$ cat src/rtl/thp_cfg.svh
/*
 Offsets, status bit positions and link frame layout of the tape host port.
 Assumes it is included by the package and the port modules by bare name.
*/
// Contract
// - data buffer is 18 bits, loaded by host in parallel or by transport serially
// - low 16 bits act as word buffer for host writes and DMA data words
// - host writes may be full word or single high or low byte
// - data buffer is write-only and never cleared by any reset
// - a host load completes only on a serial clock edge from the transport
// - every host access to either location is answered with slave acknowledge
// - each host load of the data buffer is copied into the address pointer
// - copy maps bits 15-2 straight, bits 1-0 to 17-16, clears 1-0
// - status bits 9 and 8 show address pointer bits 17 and 16
// - transport steps the pointer by two per word, one per byte, up or down
// - transport-requested reads fetch packet words and forward them to the transport
// - transport serial pointer load copies all 18 bits into the address pointer
// - after an ascending word deposit to existing memory the pointer holds last address plus two
// - status is read-only to host; host writes change it only through flag clears, bus parity, pointer bits and the refused flag
// - host write clears serial parity, refused, nonexistent memory and ready flags, loads bus parity from the write
// - packet: command word, address low, address high bits 1-0, byte count
// - command set of status, read, characteristics, write, position, format, control, init
// - only two host word locations: buffer/address and status
// - tape motion commands are rejected until characteristics have been set
`ifndef THP_CFG_SVH
`define THP_CFG_SVH

`define THP_LOC_DB      1'b0
`define THP_LOC_ST      1'b1

`define THP_SR_SERPAR   15
`define THP_SR_BUSPAR   14
`define THP_SR_MODREF   13
`define THP_SR_NXM      12
`define THP_SR_READY    11
`define THP_SR_AEXT_HI  9
`define THP_SR_AEXT_LO  8
`define THP_SR_REJECT   7
`define THP_SR_CHARS    6

`define THP_FRAME_BITS  5'h17
`define THP_REPLY_BITS  5'h11
`define THP_FR_KIND_HI  22
`define THP_FR_KIND_LO  21
`define THP_FR_BYTE     20
`define THP_FR_DEC      19
`define THP_FR_DATA_HI  18
`define THP_FR_DATA_LO  1
`define THP_STAT_READY  7
`define THP_CMD_HI      4

`endif

$ cat src/rtl/thp_pkg.sv
/*
 Types of the tape host port: sequencer states, link frame kinds, commands.
 Assumes thp_cfg.svh is on the include path.
*/
`include "thp_cfg.svh"

package thp_pkg;

    typedef enum logic [2:0]
    {
        THP_IDLE = 3'h1,
        THP_MEM  = 3'h2,
        THP_TX   = 3'h4
    } thp_state_type;

    typedef enum logic [1:0]
    {
        THP_OP_PTR  = 2'h0,
        THP_OP_STAT = 2'h1,
        THP_OP_RD   = 2'h2,
        THP_OP_WR   = 2'h3
    } thp_op_type;

    typedef enum logic [4:0]
    {
        THP_C_GET_STATUS  = 5'h00,
        THP_C_READ_NEXT   = 5'h01,
        THP_C_READ_PREV   = 5'h02,
        THP_C_REREAD_PREV = 5'h03,
        THP_C_REREAD_NEXT = 5'h04,
        THP_C_WRITE_CHAR  = 5'h05,
        THP_C_WRITE       = 5'h06,
        THP_C_WRITE_RETRY = 5'h07,
        THP_C_SPACE_FWD   = 5'h08,
        THP_C_SPACE_REV   = 5'h09,
        THP_C_SKIP_FWD    = 5'h0A,
        THP_C_SKIP_REV    = 5'h0B,
        THP_C_REWIND      = 5'h0C,
        THP_C_WRITE_MARK  = 5'h0D,
        THP_C_ERASE       = 5'h0E,
        THP_C_MARK_RETRY  = 5'h0F,
        THP_C_MSG_RELEASE = 5'h10,
        THP_C_UNLOAD      = 5'h11,
        THP_C_CLEAN       = 5'h12,
        THP_C_DRIVE_INIT  = 5'h13
    } thp_cmd_type;

endpackage

$ cat src/rtl/thp_link_sync.sv
/*
 Three-stage synchroniser with agreement filter and edge pulses.
 Assumes inputs come from pins outside the clk domain.
*/
`timescale 1ns/1ns

module thp_link_sync #(
    parameter int W = 3
) (
    input  wire logic         clk,      // system clock
    input  wire logic         rst_n,    // synchronous reset, active low
    input  wire logic [W-1:0] pin_in,   // asynchronous inputs
    output logic      [W-1:0] level,    // filtered level
    output logic      [W-1:0] rise,     // one-cycle pulse on filtered rise
    output logic      [W-1:0] fall      // one-cycle pulse on filtered fall
);

    logic [W-1:0] s1_reg;
    logic [W-1:0] s2_reg;
    logic [W-1:0] s3_reg;
    logic [W-1:0] filt_reg;
    logic [W-1:0] agree;

    // =====================================================
    // stages and filter
    assign agree = ~(s2_reg ^ s3_reg);
    assign rise  = agree & s3_reg & ~filt_reg;
    assign fall  = agree & ~s3_reg & filt_reg;
    assign level = filt_reg;

    always_ff @(posedge clk)
    begin
        if (!rst_n)
        begin
            s1_reg   <= '0;
            s2_reg   <= '0;
            s3_reg   <= '0;
            filt_reg <= '0;
        end
        else
        begin
            s1_reg   <= pin_in;
            s2_reg   <= s1_reg;
            s3_reg   <= s2_reg;
            filt_reg <= (agree & s3_reg) | (~agree & filt_reg);
        end
    end

endmodule

$ cat src/rtl/thp_port.sv
/*
 Host port of the tape subsystem: data buffer, address pointer, status,
 DMA master toward memory and serial link toward the transport.
 Assumes the host holds hb_sel until hb_ssyn, and the transport supplies
 lk_sclk, framing its own sends with lk_rxf and sampling lk_sdo on rises.
*/
`timescale 1ns/1ns
`include "thp_cfg.svh"

module thp_port
    import thp_pkg::*;
(
    input  wire logic        clk,        // system clock
    input  wire logic        rst_n,      // synchronous reset, active low
    input  wire logic        hb_sel,     // host access in progress
    input  wire logic        hb_addr,    // word location select
    input  wire logic        hb_wr,      // 1 write, 0 read
    input  wire logic [1:0]  hb_be,      // byte enables, hi and lo
    input  wire logic [15:0] hb_wdata,   // host write data
    input  wire logic        hb_perr,    // bus parity error on write data
    output logic      [15:0] hb_rdata,   // host read data
    output logic             hb_ssyn,    // slave acknowledge
    output logic             dma_req,    // memory cycle request
    output logic             dma_we,     // memory write
    output logic             dma_byte,   // byte cycle
    output logic      [17:0] dma_addr,   // memory address
    output logic      [15:0] dma_wdata,  // memory write data
    input  wire logic        dma_ack,    // memory cycle done
    input  wire logic        dma_nxm,    // no memory answered, with ack
    input  wire logic [15:0] dma_rdata,  // memory read data, with ack
    input  wire logic        lk_sclk,    // serial clock from transport
    input  wire logic        lk_rxf,     // transport send frame
    input  wire logic        lk_sdi,     // serial data from transport
    output logic             lk_txf,     // reply frame to transport
    output logic             lk_sdo      // serial data to transport
);

    // =====================================================
    // declarations
    thp_state_type state_reg;
    logic [17:0]   db_reg;
    logic [17:0]   ptr_reg;
    logic [15:0]   wbuf_reg;
    logic [1:0]    wbe_reg;
    logic          acc_reg;
    logic          ssyn_reg;
    logic [15:0]   rdata_reg;
    logic          pend_reg;
    logic          perr_reg;
    logic [22:0]   rx_reg;
    logic [4:0]    rxc_reg;
    logic [16:0]   tx_reg;
    logic [4:0]    txc_reg;
    logic          txf_reg;
    logic          sdo_reg;
    logic          byte_reg;
    logic          dec_reg;
    logic          we_reg;
    logic          req_reg;
    logic [1:0]    pidx_reg;
    logic          spe_reg;
    logic          upe_reg;
    logic          rmr_reg;
    logic          nxm_reg;
    logic          ssr_reg;
    logic          rej_reg;
    logic          chars_reg;
    logic [3:0]    tsl_reg;
    logic [2:0]    sy_level;
    logic [2:0]    sy_rise;
    logic [2:0]    sy_fall;

    // =====================================================
    // link synchroniser
    thp_link_sync #(
        .W (3)
    ) u_sync (
        .clk    (clk),
        .rst_n  (rst_n),
        .pin_in ({lk_sdi, lk_rxf, lk_sclk}),
        .level  (sy_level),
        .rise   (sy_rise),
        .fall   (sy_fall)
    );

    wire        sclk_rise = sy_rise[0];
    wire        sclk_fall = sy_fall[0];
    wire        rxf_lvl   = sy_level[1];
    wire        rxf_end   = sy_fall[1];
    wire        sdi_lvl   = sy_level[2];

    // =====================================================
    // functions
    function automatic logic [17:0] step(input logic [17:0] a,
                                         input logic bm, input logic dn);
        logic [17:0] d;
        d = bm ? 18'h00001 : 18'h00002;
        step = dn ? a - d : a + d;
    endfunction

    function automatic logic is_motion(input logic [4:0] c);
        is_motion = !(c == THP_C_GET_STATUS || c == THP_C_WRITE_CHAR ||
                      c == THP_C_MSG_RELEASE || c == THP_C_DRIVE_INIT);
    endfunction

    // =====================================================
    // host decode
    wire        idle      = (state_reg == THP_IDLE);
    wire        acc_new   = hb_sel & ~acc_reg;
    wire        rd_new    = acc_new & ~hb_wr;
    wire        wr_new    = acc_new & hb_wr;
    wire        wr_refuse = wr_new & (~idle | pend_reg);
    wire        wr_take   = wr_new & idle & ~pend_reg;

    // =====================================================
    // link frame decode
    wire        rx_done   = rxf_end & (rxc_reg == `THP_FRAME_BITS) & idle;
    wire        rx_par_ok = ^rx_reg;
    thp_op_type rx_kind;
    assign rx_kind = thp_op_type'(rx_reg[`THP_FR_KIND_HI:`THP_FR_KIND_LO]);
    wire [17:0] rx_data   = rx_reg[`THP_FR_DATA_HI:`THP_FR_DATA_LO];
    wire        rx_ok     = rx_done & rx_par_ok;
    wire        op_ptr    = rx_ok & (rx_kind == THP_OP_PTR);
    wire        op_stat   = rx_ok & (rx_kind == THP_OP_STAT);
    wire        op_rd     = rx_ok & (rx_kind == THP_OP_RD);
    wire        op_wr     = rx_ok & (rx_kind == THP_OP_WR);

    // load only on link clock edge
    wire        wr_go     = pend_reg & sclk_rise & idle & ~rx_done;

    wire [15:0] db_merge;
    assign db_merge[15:8] = wbe_reg[1] ? wbuf_reg[15:8] : db_reg[15:8];
    assign db_merge[7:0]  = wbe_reg[0] ? wbuf_reg[7:0]  : db_reg[7:0];

    wire [17:0] ptr_remap = {db_merge[1:0], db_merge[15:2], 2'h0};

    wire        mem_done  = (state_reg == THP_MEM) & dma_ack;
    wire        mem_ok    = mem_done & ~dma_nxm;
    wire [17:0] ptr_step  = step(ptr_reg, byte_reg, dec_reg);
    wire [4:0]  cmd_code  = dma_rdata[`THP_CMD_HI:0];
    wire        first_rd  = mem_ok & ~we_reg & (pidx_reg == 2'h0);

    // =====================================================
    // status word
    wire [15:0] st_w;
    assign st_w[`THP_SR_SERPAR]  = spe_reg;
    assign st_w[`THP_SR_BUSPAR]  = upe_reg;
    assign st_w[`THP_SR_MODREF]  = rmr_reg;
    assign st_w[`THP_SR_NXM]     = nxm_reg;
    assign st_w[`THP_SR_READY]   = ssr_reg;
    assign st_w[10]              = 1'b0;
    assign st_w[`THP_SR_AEXT_HI] = ptr_reg[17];
    assign st_w[`THP_SR_AEXT_LO] = ptr_reg[16];
    assign st_w[`THP_SR_REJECT]  = rej_reg;
    assign st_w[`THP_SR_CHARS]   = chars_reg;
    assign st_w[5:4]             = 2'h0;
    assign st_w[3:0]             = tsl_reg;

    wire [15:0] rd_mux = (hb_addr == `THP_LOC_ST) ? st_w : ptr_reg[15:0];

    // =====================================================
    // host access and acknowledge
    always_ff @(posedge clk)
    begin
        if (!rst_n)
        begin
            acc_reg   <= 1'b0;
            ssyn_reg  <= 1'b0;
            rdata_reg <= 16'h0000;
            pend_reg  <= 1'b0;
            wbuf_reg  <= 16'h0000;
            wbe_reg   <= 2'h0;
            perr_reg  <= 1'b0;
        end
        else
        begin
            if (!hb_sel)
            begin
                acc_reg  <= 1'b0;
                ssyn_reg <= 1'b0;
            end
            else if (acc_new)
                acc_reg <= 1'b1;
            if (rd_new)
                rdata_reg <= rd_mux;
            if (rd_new | wr_refuse | wr_go)
                ssyn_reg <= 1'b1;
            if (wr_take)
            begin
                pend_reg <= 1'b1;
                wbuf_reg <= hb_wdata;
                wbe_reg  <= hb_be;
                perr_reg <= hb_perr;
            end
            else if (wr_go)
                pend_reg <= 1'b0;
        end
    end

    // =====================================================
    // data buffer, never reset
    always_ff @(posedge clk)
    begin
        if (wr_go)
            db_reg[15:0] <= db_merge;
        else if (op_ptr)
            db_reg <= rx_data;
        else if (op_wr)
            db_reg[15:0] <= rx_data[15:0];
        else if (mem_ok && !we_reg)
            db_reg[15:0] <= dma_rdata;
    end

    // =====================================================
    // address pointer
    always_ff @(posedge clk)
    begin
        if (!rst_n)
            ptr_reg <= 18'h00000;
        else if (wr_go)
            ptr_reg <= ptr_remap;
        else if (op_ptr)
            ptr_reg <= rx_data;
        else if (mem_ok)
            ptr_reg <= ptr_step;
    end

    // =====================================================
    // serial receive
    always_ff @(posedge clk)
    begin
        if (!rst_n || !rxf_lvl)
            rxc_reg <= 5'h00;
        else if (sclk_rise && rxc_reg != `THP_FRAME_BITS)
            rxc_reg <= rxc_reg + 5'h01;
    end

    always_ff @(posedge clk)
    begin
        if (!rst_n)
            rx_reg <= 23'h000000;
        else if (rxf_lvl && sclk_rise)
            rx_reg <= {rx_reg[21:0], sdi_lvl};
    end

    // =====================================================
    // sequencer
    always_ff @(posedge clk)
    begin
        if (!rst_n)
        begin
            state_reg <= THP_IDLE;
            req_reg   <= 1'b0;
            we_reg    <= 1'b0;
            byte_reg  <= 1'b0;
            dec_reg   <= 1'b0;
            tx_reg    <= 17'h00000;
            txc_reg   <= 5'h00;
            txf_reg   <= 1'b0;
            sdo_reg   <= 1'b0;
        end
        else
        begin
            unique case (state_reg)
                THP_IDLE:
                begin
                    if (op_rd || op_wr)
                    begin
                        state_reg <= THP_MEM;
                        req_reg   <= 1'b1;
                        we_reg    <= op_wr;
                        byte_reg  <= rx_reg[`THP_FR_BYTE];
                        dec_reg   <= rx_reg[`THP_FR_DEC];
                    end
                end
                THP_MEM:
                begin
                    if (dma_ack)
                    begin
                        req_reg <= 1'b0;
                        if (mem_ok && !we_reg)
                        begin
                            state_reg <= THP_TX;
                            tx_reg    <= {dma_rdata, ~^dma_rdata};
                            txc_reg   <= 5'h00;
                        end
                        else
                            state_reg <= THP_IDLE;
                    end
                end
                THP_TX:
                begin
                    if (sclk_fall)
                    begin
                        if (txc_reg == `THP_REPLY_BITS)
                        begin
                            txf_reg   <= 1'b0;
                            state_reg <= THP_IDLE;
                        end
                        else
                        begin
                            txf_reg <= 1'b1;
                            sdo_reg <= tx_reg[16];
                            tx_reg  <= {tx_reg[15:0], 1'b0};
                            txc_reg <= txc_reg + 5'h01;
                        end
                    end
                end
            endcase
        end
    end

    // =====================================================
    // packet word index and command screening
    always_ff @(posedge clk)
    begin
        if (!rst_n || wr_go || op_ptr)
            pidx_reg <= 2'h0;
        else if (mem_ok && !we_reg)
            pidx_reg <= pidx_reg + 2'h1;
    end

    always_ff @(posedge clk)
    begin
        if (!rst_n)
        begin
            chars_reg <= 1'b0;
            rej_reg   <= 1'b0;
        end
        else if (first_rd)
        begin
            if (cmd_code == THP_C_WRITE_CHAR)
                chars_reg <= 1'b1;
            rej_reg <= is_motion(cmd_code) & ~chars_reg;
        end
    end

    // =====================================================
    // status flags: clear first, set wins
    always_ff @(posedge clk)
    begin
        if (!rst_n)
        begin
            spe_reg <= 1'b0;
            upe_reg <= 1'b0;
            rmr_reg <= 1'b0;
            nxm_reg <= 1'b0;
            ssr_reg <= 1'b0;
            tsl_reg <= 4'h0;
        end
        else
        begin
            if (wr_go)
            begin
                spe_reg <= 1'b0;
                rmr_reg <= 1'b0;
                nxm_reg <= 1'b0;
                ssr_reg <= 1'b0;
                upe_reg <= perr_reg;
            end
            if (rx_done && !rx_par_ok)
                spe_reg <= 1'b1;
            if (wr_refuse)
                rmr_reg <= 1'b1;
            if (mem_done && dma_nxm)
                nxm_reg <= 1'b1;
            if (op_stat)
            begin
                tsl_reg <= rx_data[3:0];
                if (rx_data[`THP_STAT_READY])
                    ssr_reg <= 1'b1;
            end
        end
    end

    // =====================================================
    // outputs
    assign hb_rdata  = rdata_reg;
    assign hb_ssyn   = ssyn_reg;
    assign dma_req   = req_reg;
    assign dma_we    = we_reg;
    assign dma_byte  = byte_reg;
    assign dma_addr  = ptr_reg;
    assign dma_wdata = db_reg[15:0];
    assign lk_txf    = txf_reg;
    assign lk_sdo    = sdo_reg;

endmodule

$ cat config.mk
export PLATFORM = sky130hd
export DESIGN_NAME = thp_port
export DESIGN_NICKNAME = d
export VERILOG_FILES = /design/src/rtl/thp_pkg.sv /design/src/rtl/thp_link_sync.sv /design/src/rtl/thp_port.sv
export VERILOG_INCLUDE_DIRS = /design/src /design/src/rtl
export SDC_FILE = /design/constraint.sdc
export NUM_CORES = 1
export LEC_CHECK = 0
export ABC_AREA = 1
export BUFFER_PORTS_ARGS = -buffer_cell sky130_fd_sc_hd__buf_2
export CORE_ASPECT_RATIO = 0.6
export CORE_MARGIN = 5
export CORE_UTILIZATION = 40
export CTS_CLUSTER_SIZE = 24
export DETAILED_ROUTE_END_ITERATION = 10
export GPL_TIMING_DRIVEN = 0
export SLEW_MARGIN = 15
export SYNTH_ARGS = -nofsm -noshare
export SYNTH_HDL_FRONTEND = slang
export SYNTH_SLANG_ARGS = --single-unit
$ cat constraint.sdc
create_clock -name clk -period 3.21 [get_ports clk]
set_input_delay 0.642 -clock clk [delete_from_list [all_inputs] [get_ports clk]]
set_output_delay 0.642 -clock clk [all_outputs]
set_load 0.03 [all_outputs]
# After elaboration in Yosys (flattened, before gate mapping)
# Index checks and enable logic that the tools add are counted.
# W data, S select, Z words.
# word_totals
input_bits,45
mem_bits_rw,0
word_cells,185
mem_count,0
rom_bits,0
latch_bits,0
out_inout_bits,56
regBits,156
# op_classes
mul,0
n_eq_ne,19
n_lt_le_gt_ge,0
mux,42
n_div,0
shift,0
bitwise,45
reduce_logical,40
addsub,5
# op_table
operator,n
$mux W16,5
$mux W18,4
$mux W17,4
$pmux W17 S2,1
$reduce_xor A23 Y1,1
$and A1 B1 Y1,22
$eq A5 B5 Y1 const B,4
$mux W5,4
$add A18 B2 Y18,1
$sub A18 B2 Y18,1
$mux W8,2
$reduce_xnor A16 Y1,1
$mux W3,5
$reduce_bool A2 Y1,7
$mux W1,13
$not A1 Y1,11
$add A5 B1 Y5 const B,2
$pmux W5 S2,1
$pmux W3 S3,1
$ne A2 B2 Y1 const B,4
$reduce_and A2 Y1,4
$logic_or A1 B1 Y1,7
$and A3 B3 Y3,2
$ne A2 B1 Y1 const B,3
other kinds (26),41

# Logic depth before layout (Yosys ltp)
# Gate-level depths: netlist of run 1.
# logic_depth
depth_word,11
ltp_mapped,19
ltp_nobuf,19

# By module
# A second synthesis of run 1 with hierarchy kept.
# hier_totals
cells_unflattened,1244
area_unflattened_um2,8632.0
# modules_own_cells
module,n_inst,seq_area_each_um2,area_each_um2,cells_per_inst
thp_port,1,3042.9,8109.0,1174
thp_link_sync,1,240.2,523.0,70

# Least setup slack after synthesis of run 1
# No wires, ideal clock.
# synth_timing
path_type,register to register
startpoint,register rxc_reg[0]
endpoint,register db_reg[0] (enable)
path_buffers,2
slack_ns,0.779
period_less_slack_ns,2.431
stages_incl_launch_ff,9
setup_ns,0.416
t_arrival_ns,2.014
required_time_ns,2.794
cell_sequence,dfxtp_1 ha_1 nand2_1 nor3_1 nand3_1 nand3_1 buf_2 buf_1 nand3_1
# synth_between
elab_chain_cells,6
elab_cells_between_ends,9
cone_classes,eq/ne: 1; bitwise: 7; reduce/logical: 1
# synth_rtl
item,line_no,rtl
from (decl),thp_port.sv:51,logic [4:0] rxc_reg;
from (signal assigned),thp_port.sv:235,rxc_reg <= rxc_reg + 5'h01;
$eq A5 B5 Y1 (no source line) *,--,
$and A1 B1 Y1 * (2 in a row),thp_port.sv:117,wire rx_done = rxf_end & (rxc_reg == `THP_FRAME_BITS) & idle;
$and A1 B1 Y1 or $not A1 Y1 (tied branches),"thp_port.sv:122, thp_port.sv:129",
"$and A1 B1 Y1, on equally long branches","thp_port.sv:123, thp_port.sv:126, thp_port.sv:129",
$reduce_bool A4 Y1 (no source line) *,--,
to (signal assigned),thp_port.sv:205,db_reg[15:0] <= db_merge;
to (signal assigned),thp_port.sv:207,db_reg <= rx_data;
to (signal assigned),thp_port.sv:209,db_reg[15:0] <= rx_data[15:0];
to (decl),thp_port.sv:41,logic [17:0] db_reg;
# Mark *: on every way between the ends. The rest lies on a longest branch, timed or not.
# A chain may end at the register's enable or synchronous reset.

# Worst setup path after layout of run 1
# layout_timing
startpoint,register u_sync.s2_reg[0]
endpoint,register db_reg[1] (enable)
# layout_between
elab_chain_cells,8
# layout_rtl
item,line_no,rtl
from (decl),thp_link_sync.sv:19,logic [W-1:0] s2_reg;
from (signal assigned),thp_link_sync.sv:43,s2_reg <= s1_reg;
$xor A3 B3 Y3,thp_link_sync.sv:26,assign agree = ~(s2_reg ^ s3_reg);
$not A3 Y3,thp_link_sync.sv:26,
$and A3 B3 Y3,thp_link_sync.sv:27,assign rise = agree & s3_reg & ~filt_reg;
$and A1 B1 Y1,thp_link_sync.sv:27,
$and A1 B1 Y1 (3 in a row),thp_port.sv:129,wire wr_go = pend_reg & sclk_rise & idle & ~rx_done;
$reduce_bool A4 Y1 (no source line),--,
# Every way passes these cells.

==> results of run 1 <==
-- cells by family (layout without fill, tap and decap cells) --
| family | Yosys count | in the layout | share of synthesized area (%) |
|---|---|---|---|
| buf+inv | 187 | 317 | 8.63 |
| flops | 156 | 156 | 38.3 |
| compound gates | 250 | 250 | 15.4 |
| fa+ha+maj | 30 | 30 | 4.46 |
| xor+xnor | 29 | 29 | 3.05 |
| mux | 16 | 16 | 2.10 |
| simple gates | 529 | 529 | 28.1 |
-- metal layers --
metal | vias to the layer above | GRT usage (%) | part of all wire (%)
li1 | 4199 | - | -
met1 | 3931 | 34.6 | 50
met2 | 316 | 32.3 | 40
met3 | 20 | 5.91 | 9.4
met4 | 2 | 4.18 | 0.78
met5 | - | 2.26 | 0.25
-- worst max-delay path: cells and delay by family (launching register included) --
kind          cells  cell delay [ns]
fa+ha+maj         1             0.16
simple gates      4             1.14
flops             1             0.36
buf+inv           4             0.84
-- final cells by class --
cell class	instances	area (sq um)	share of cell area, %
multi-input cells	854	4570	45.6
flip-flops and latches	156	3280	32.8
inverters	134	503	5.02
clock buffers	22	495	4.95
repair buffers	98	490	4.90
well taps	279	349	3.48
plain buffers	53	239	2.39
clock inverters	10	86.3	0.862
-- path summary, 6_finish.rpt --
| check | to | depth (start not counted) | slack, ns | from |
|---|---|---|---|---|
| max | db_reg[1] | 9 | 0.38 | u_sync.s2_reg[0] |
| min | u_sync.s1_reg[1] | 3 | 0.39 | lk_rxf |
| min reg2reg | u_sync.s2_reg[0] | 2 | 0.42 | u_sync.s1_reg[0] |
| max reg2reg | db_reg[1] | 9 | 0.38 | u_sync.s2_reg[0] |
-- where the power goes --
part | switching [uW] | total (uW) | internal, uW | leakage (uW)
clock | 856 | 2030 | 1170 | 0.000283
sequential | 102 | 2230 | 2130 | 0.00128
combinational | 565 | 859 | 294 | 0.00295
total | 1520 | 5120 | 3590 | 0.00451
-- timing repair --
item,CTS,global route
pin swaps,0,0
resized for setup,2,2
endpoints found under the hold margin,0,0
setup endpoints to repair,16,19
-- per-stage QoR --
| step | power [uW] | hold WS [ns] |
|---|---|---|
| after CTS | 5140 | 0.379 |
| after global placement | 3110 | 0.405 |
| after floorplan | 2860 | 0.390 |
| after global routing | 5350 | 0.397 |
| final | 5120 | 0.390 |
| after detailed placement | 3120 | 0.408 |
-- cells in the final DEF (no fill, tap or decap), types with 6 or more instances in the layout --
cell and count:
clkbuf_1 38, nor2b_1 6, xnor2_1 17, nand2_2 7
nand2_1 288, ha_1 29, a21oi_1 86, nor2_1 90
nand4_1 34, dfxtp_1 139, edfxtp_1 16, a31oi_1 18
o21ai_1 14, nor3_1 23, buf_2 107, mux2_2 16
xor2_1 11, o21ai_0 115, inv_1 128, clkbuf_16 18
nand3_1 54
==> flow_metrics.env, run 1 <==
export IMPL_placedCellCount=1574
export IMPL_cts_buffers=17
export IMPL_synth_edf_count=16
export IMPL_cp_end_kind="flip-flop"
export IMPL_ys_seq_elements=156
export IMPL_crit_path_cell_trace="ha_1 -> inv_1 -> nor2_1 -> inv_1 -> nor2_1 -> nand3_1 -> buf_2 -> clkbuf_2 -> nand3_4"
export IMPL_peakVddDrop_mv=0.473
export IMPL_die_w_um=199
export IMPL_yosysMostFrequentCell="nand2_1"
export IMPL_die_h_um=123
export IMPL_synth_area_sq_um=8580
export IMPL_utilization_pct=47.6
export IMPL_n_antenna_cell=0
export IMPL_cts_root_buffer="clkbuf_16"
export IMPL_synth_avg_cell_area_sq_um=7.17
export IMPL_cts_hold_buf=0
export IMPL_die_area_sq_um=24600
export IMPL_slew_violations=0
export IMPL_setup_ws_ns=0.380
export IMPL_fin_skew_ns=0.00811
export IMPL_async_flop_share_pct=0
export IMPL_clkSinkCount=156
export IMPL_pre_cts_slack_ns=-0.429
export IMPL_grt_max_degree=19
export IMPL_ys_warn_count=0
export IMPL_slew_headroom_pct=44.0
export IMPL_synth_distinct_cells=50
export IMPL_gp_congestion=0.914
export IMPL_syn_inst=1197
export IMPL_grtUsageTotal_pct=22.8
export IMPL_crit_type="reg -> reg"
export IMPL_period_needed_ns=2.83
export IMPL_synth_flop_cell="dfxtp_1"
export IMPL_coreArea_sq_um=21000
export IMPL_post_cts_setup_buffer_count=0
export IMPL_placed_area_sq_um=9420
export IMPL_vias=8468
export IMPL_wl_per_cell_um=17.2
export IMPL_route_detailed_drc=0
export IMPL_cp_data_arrival_time_ns=2.94
export IMPL_hold_path_class="in -> reg"
export IMPL_p_leak_uw=0.00451
export IMPL_start_util_pct=40.8
export IMPL_worstPathRequired_ns=3.32
export IMPL_ant_nets=0
export IMPL_io_pins=101
export IMPL_grt_pass1_wl_um=43000
export IMPL_synth_nets=1272
export IMPL_stdcell_count=1606
export IMPL_largest_reg_flops=23
export IMPL_synthTopCellsByCount="nand2_1, dfxtp_1, inv_1"
export IMPL_clk_latency_ns=0.44
export IMPL_grt_pass1_vias=7756
export IMPL_status="finished clean"
export IMPL_dpl_hpwl_um=21700
export IMPL_io_buffer_count=98
export IMPL_layout_nets=1389
export IMPL_routed_wl_um=27600
export IMPL_grt_overflow_total=0
export IMPL_drt_iter0_drc=732
export IMPL_setup_tns_ns=0
export IMPL_std_cell_rows=41
export IMPL_finalCritPeriodShare_pct=88.2
export IMPL_final_layout_size_suffix_gt1_share_pct=14.7
export IMPL_rsz0062_at_grt="no"
export IMPL_max_freq_mhz=353
export IMPL_drv_cap=0
export IMPL_setup_viol=0
export IMPL_ys_seq_area_share_pct=38.3
export IMPL_fillerInstances=2143
export IMPL_startpoint_type="flip-flop"
export IMPL_netlist_area_leader_share_pct=32.7
export IMPL_final_area_sq_um=10000
export IMPL_hold_violations=0
export IMPL_p_per_area_nw_per_um2=511
export IMPL_area_growth_syn_to_layout_pct=16.7
export IMPL_cts_clk_slew_worst_paths_ns=0.06
export IMPL_viasPerCell=5.27
export IMPL_path_max_fanout=16
export IMPL_yosysTopAreaCell="dfxtp_1"
export IMPL_htree_levels=4
export IMPL_slowest_stage="nor2_1"
export IMPL_firstDrtPassIters=5
export IMPL_synth_area_leaders="dfxtp_1, nand2_1, o21ai_0"
export IMPL_max_stage_delay_ns=0.41
export IMPL_clockBufferDepth=2
export IMPL_tightest_slew_ns=0.840
export IMPL_tritoncts="built"
export IMPL_antenna_found_initial=0
Power figures use the tool's default switching activity.
==> inputs of run 2 (changes only) <==
--- a/config.mk
+++ b/config.mk
@@ -8,7 +8,7 @@
 export LEC_CHECK = 0
 export ABC_AREA = 1
 export BUFFER_PORTS_ARGS = -buffer_cell sky130_fd_sc_hd__buf_2
-export CORE_ASPECT_RATIO = 0.6
+export CORE_ASPECT_RATIO = 0.7
 export CORE_MARGIN = 5
 export CORE_UTILIZATION = 40
 export CTS_CLUSTER_SIZE = 24
==> run 2 against run 1 <==
Register-to-register slack worse by 0.16 ns. Flip-flop and latch count did not move. Clock-buffer cell count is 3 lower. Critical endpoint is now db_reg[9]. Final area is 0.31% higher. First-iteration DRC count up 9.3%. Via count down 1.1%. Highest routed layer is now met4.
==> flow_metrics.env, run 2 (same netlist as run 1, synthesis figures left out) <==
export IMPL_fillerInstances=2152
export IMPL_grt_pass1_wl_um=41700
export IMPL_clk_latency_ns=0.44
export IMPL_worstPathRequired_ns=3.30
export IMPL_startpoint_type="flip-flop"
export IMPL_antenna_found_initial=0
export IMPL_area_growth_syn_to_layout_pct=17.1
export IMPL_tritoncts="built"
export IMPL_cp_data_arrival_time_ns=3.08
export IMPL_crit_type="reg -> reg"
export IMPL_viasPerCell=5.22
export IMPL_grt_pass1_vias=7502
export IMPL_cp_top_family="simple AND/OR/NAND/NOR gates"
export IMPL_cts_clk_slew_worst_paths_ns=0.06
export IMPL_period_needed_ns=2.99
export IMPL_status="finished clean"
export IMPL_die_area_sq_um=24500
export IMPL_wl_per_cell_um=16.9
export IMPL_dpl_hpwl_um=21200
export IMPL_fin_skew_ns=0.0107
export IMPL_io_buffer_count=98
export IMPL_layout_commonest_cell="nand2_1"
export IMPL_start_util_pct=41.0
export IMPL_crit_buf_inv=2
export IMPL_placed_area_sq_um=9420
export IMPL_grt_overflow_total=0
export IMPL_internal_power_uw=3650
export IMPL_final_area_sq_um=10000
export IMPL_grtUsageTotal_pct=21.7
export IMPL_setup_ws_ns=0.225
export IMPL_std_cell_rows=44
export IMPL_seq_power_share_pct=42.9
export IMPL_coreArea_sq_um=20900
export IMPL_cp_end_kind="flip-flop"
export IMPL_final_layout_size_suffix_gt1_share_pct=14.6
export IMPL_switching_power_uw=1550
export IMPL_die_w_um=185
export IMPL_post_cts_setup_buffer_count=0
export IMPL_crit_path_cell_trace="ha_1 -> nand2_1 -> nor3_1 -> nand3_1 -> nand3_1 -> buf_2 -> buf_1 -> nand3_4"
export IMPL_grt_max_degree=19
export IMPL_slew_headroom_pct=47.5
export IMPL_max_freq_mhz=335
export IMPL_p_total_uw=5200
export IMPL_drt_iter0_drc=800
export IMPL_path_max_fanout=16
export IMPL_p_per_area_nw_per_um2=518
export IMPL_gp_congestion=0.918
export IMPL_htree_levels=4
export IMPL_finalCritPeriodShare_pct=93.0
export IMPL_cpMostUsedCell="nand3_1"
export IMPL_drv_cap=0
export IMPL_slew_violations=0
export IMPL_die_h_um=133
export IMPL_placedCellCount=1571
export IMPL_routed_wl_um=27100
export IMPL_p_leak_uw=0.00452
export IMPL_setup_viol=0
export IMPL_pre_cts_slack_ns=-0.309
export IMPL_stdcell_count=1604
export IMPL_vias=8377
export IMPL_clkSinkCount=156
export IMPL_tightest_slew_ns=0.788
export IMPL_cts_root_buffer="clkbuf_16"
export IMPL_ant_nets=0
export IMPL_whs_ns=0.388
export IMPL_p_clk_share_pct=40.8
export IMPL_route_detailed_drc=0
export IMPL_layout_common_cells="nand2_1, dfxtp_1, inv_1"
export IMPL_firstDrtPassIters=5
export IMPL_slowest_stage="buf_1"
export IMPL_rsz0062_at_grt="no"
export IMPL_layout_nets=1389
export IMPL_clockBufferDepth=2
export IMPL_hold_path_class="in -> reg"
export IMPL_cts_buffers=17
export IMPL_io_pins=101
export IMPL_combPwrFrac_pct=16.3
export IMPL_max_stage_delay_ns=0.56
export IMPL_swShare_pct=29.8
export IMPL_peakVddDrop_mv=0.459
export IMPL_largest_reg_flops=23
export IMPL_hold_violations=0
## run 2: cell count changes in the layout (fill, tap and decap cells not counted)
cell and change:
clkinv_2 -5, inv_6 +3, clkbuf_8 -2, clkinv_4 +2
buf_1 +1, bufinv_16 +1, clkbuf_1 -1, clkbuf_2 -1
dfxtp_1 +1, dfxtp_2 -1, diode_2 +1, inv_4 +1
inv_8 +1
## run 2: worst reg2reg max path: stages (launching register included)
cell     delay (ns)
dfxtp_1        0.36
ha_1           0.17
nand2_1        0.08
nor3_1         0.31
nand3_1        0.15
nand3_1        0.30
buf_2          0.33
buf_1          0.56
nand3_4        0.37
## run 2: per-stage QoR
step                      utilization (%)  setup TNS (ns)
final                                48.0               0
after global routing                 48.0               0
after CTS                            48.0               0
after detailed placement             45.0           -4.93
after global placement               45.0           -4.98
after floorplan                         -               0
## run 2: per-layer routing
metal / part of all wire (%) / track usage (%)
met5: 0 / 0
met4: 1.3 / 4.40
met3: 8.2 / 4.72
met2: 40 / 30.2
met1: 51 / 34.1
## run 2: area by class of cell
class / instances / area [sq um] / area share, %
diodes: 1 / 2.50 / 0.0249
multi-input cells: 854 / 4570 / 45.5
plain buffers: 53 / 238 / 2.37
clock inverters: 13 / 153 / 1.52
clock buffers: 19 / 464 / 4.62
repair buffers: 98 / 490 / 4.88
inverters: 134 / 503 / 5.01
well taps: 276 / 345 / 3.44
flip-flops and latches: 156 / 3280 / 32.7
## run 2: final timing paths
kind	start	end	slack, ns	depth (start not counted)
worst max-delay path	rxc_reg[0]	db_reg[9]	0.22	8
worst max register to register	rxc_reg[0]	db_reg[9]	0.22	8
worst min-delay path	lk_sclk	u_sync.s1_reg[0]	0.39	3
worst min register to register	u_sync.s1_reg[0]	u_sync.s2_reg[0]	0.41	2
## run 2: repair_timing
action	4_1_cts	5_1_grt
hold buffers	0	0
setup endpoints to repair	16	0
gates resized for setup	2	0
## run 2: power by group through the flow
stage	combinational [uW]	clock, uW	sequential, uW
2_1_floorplan	566	0	2290
3_3_place_gp	831	0	2270
3_5_place_dp	845	0	2270
4_1_cts	850	2140	2230
5_1_grt	949	2230	2250
6_report	850	2120	2230
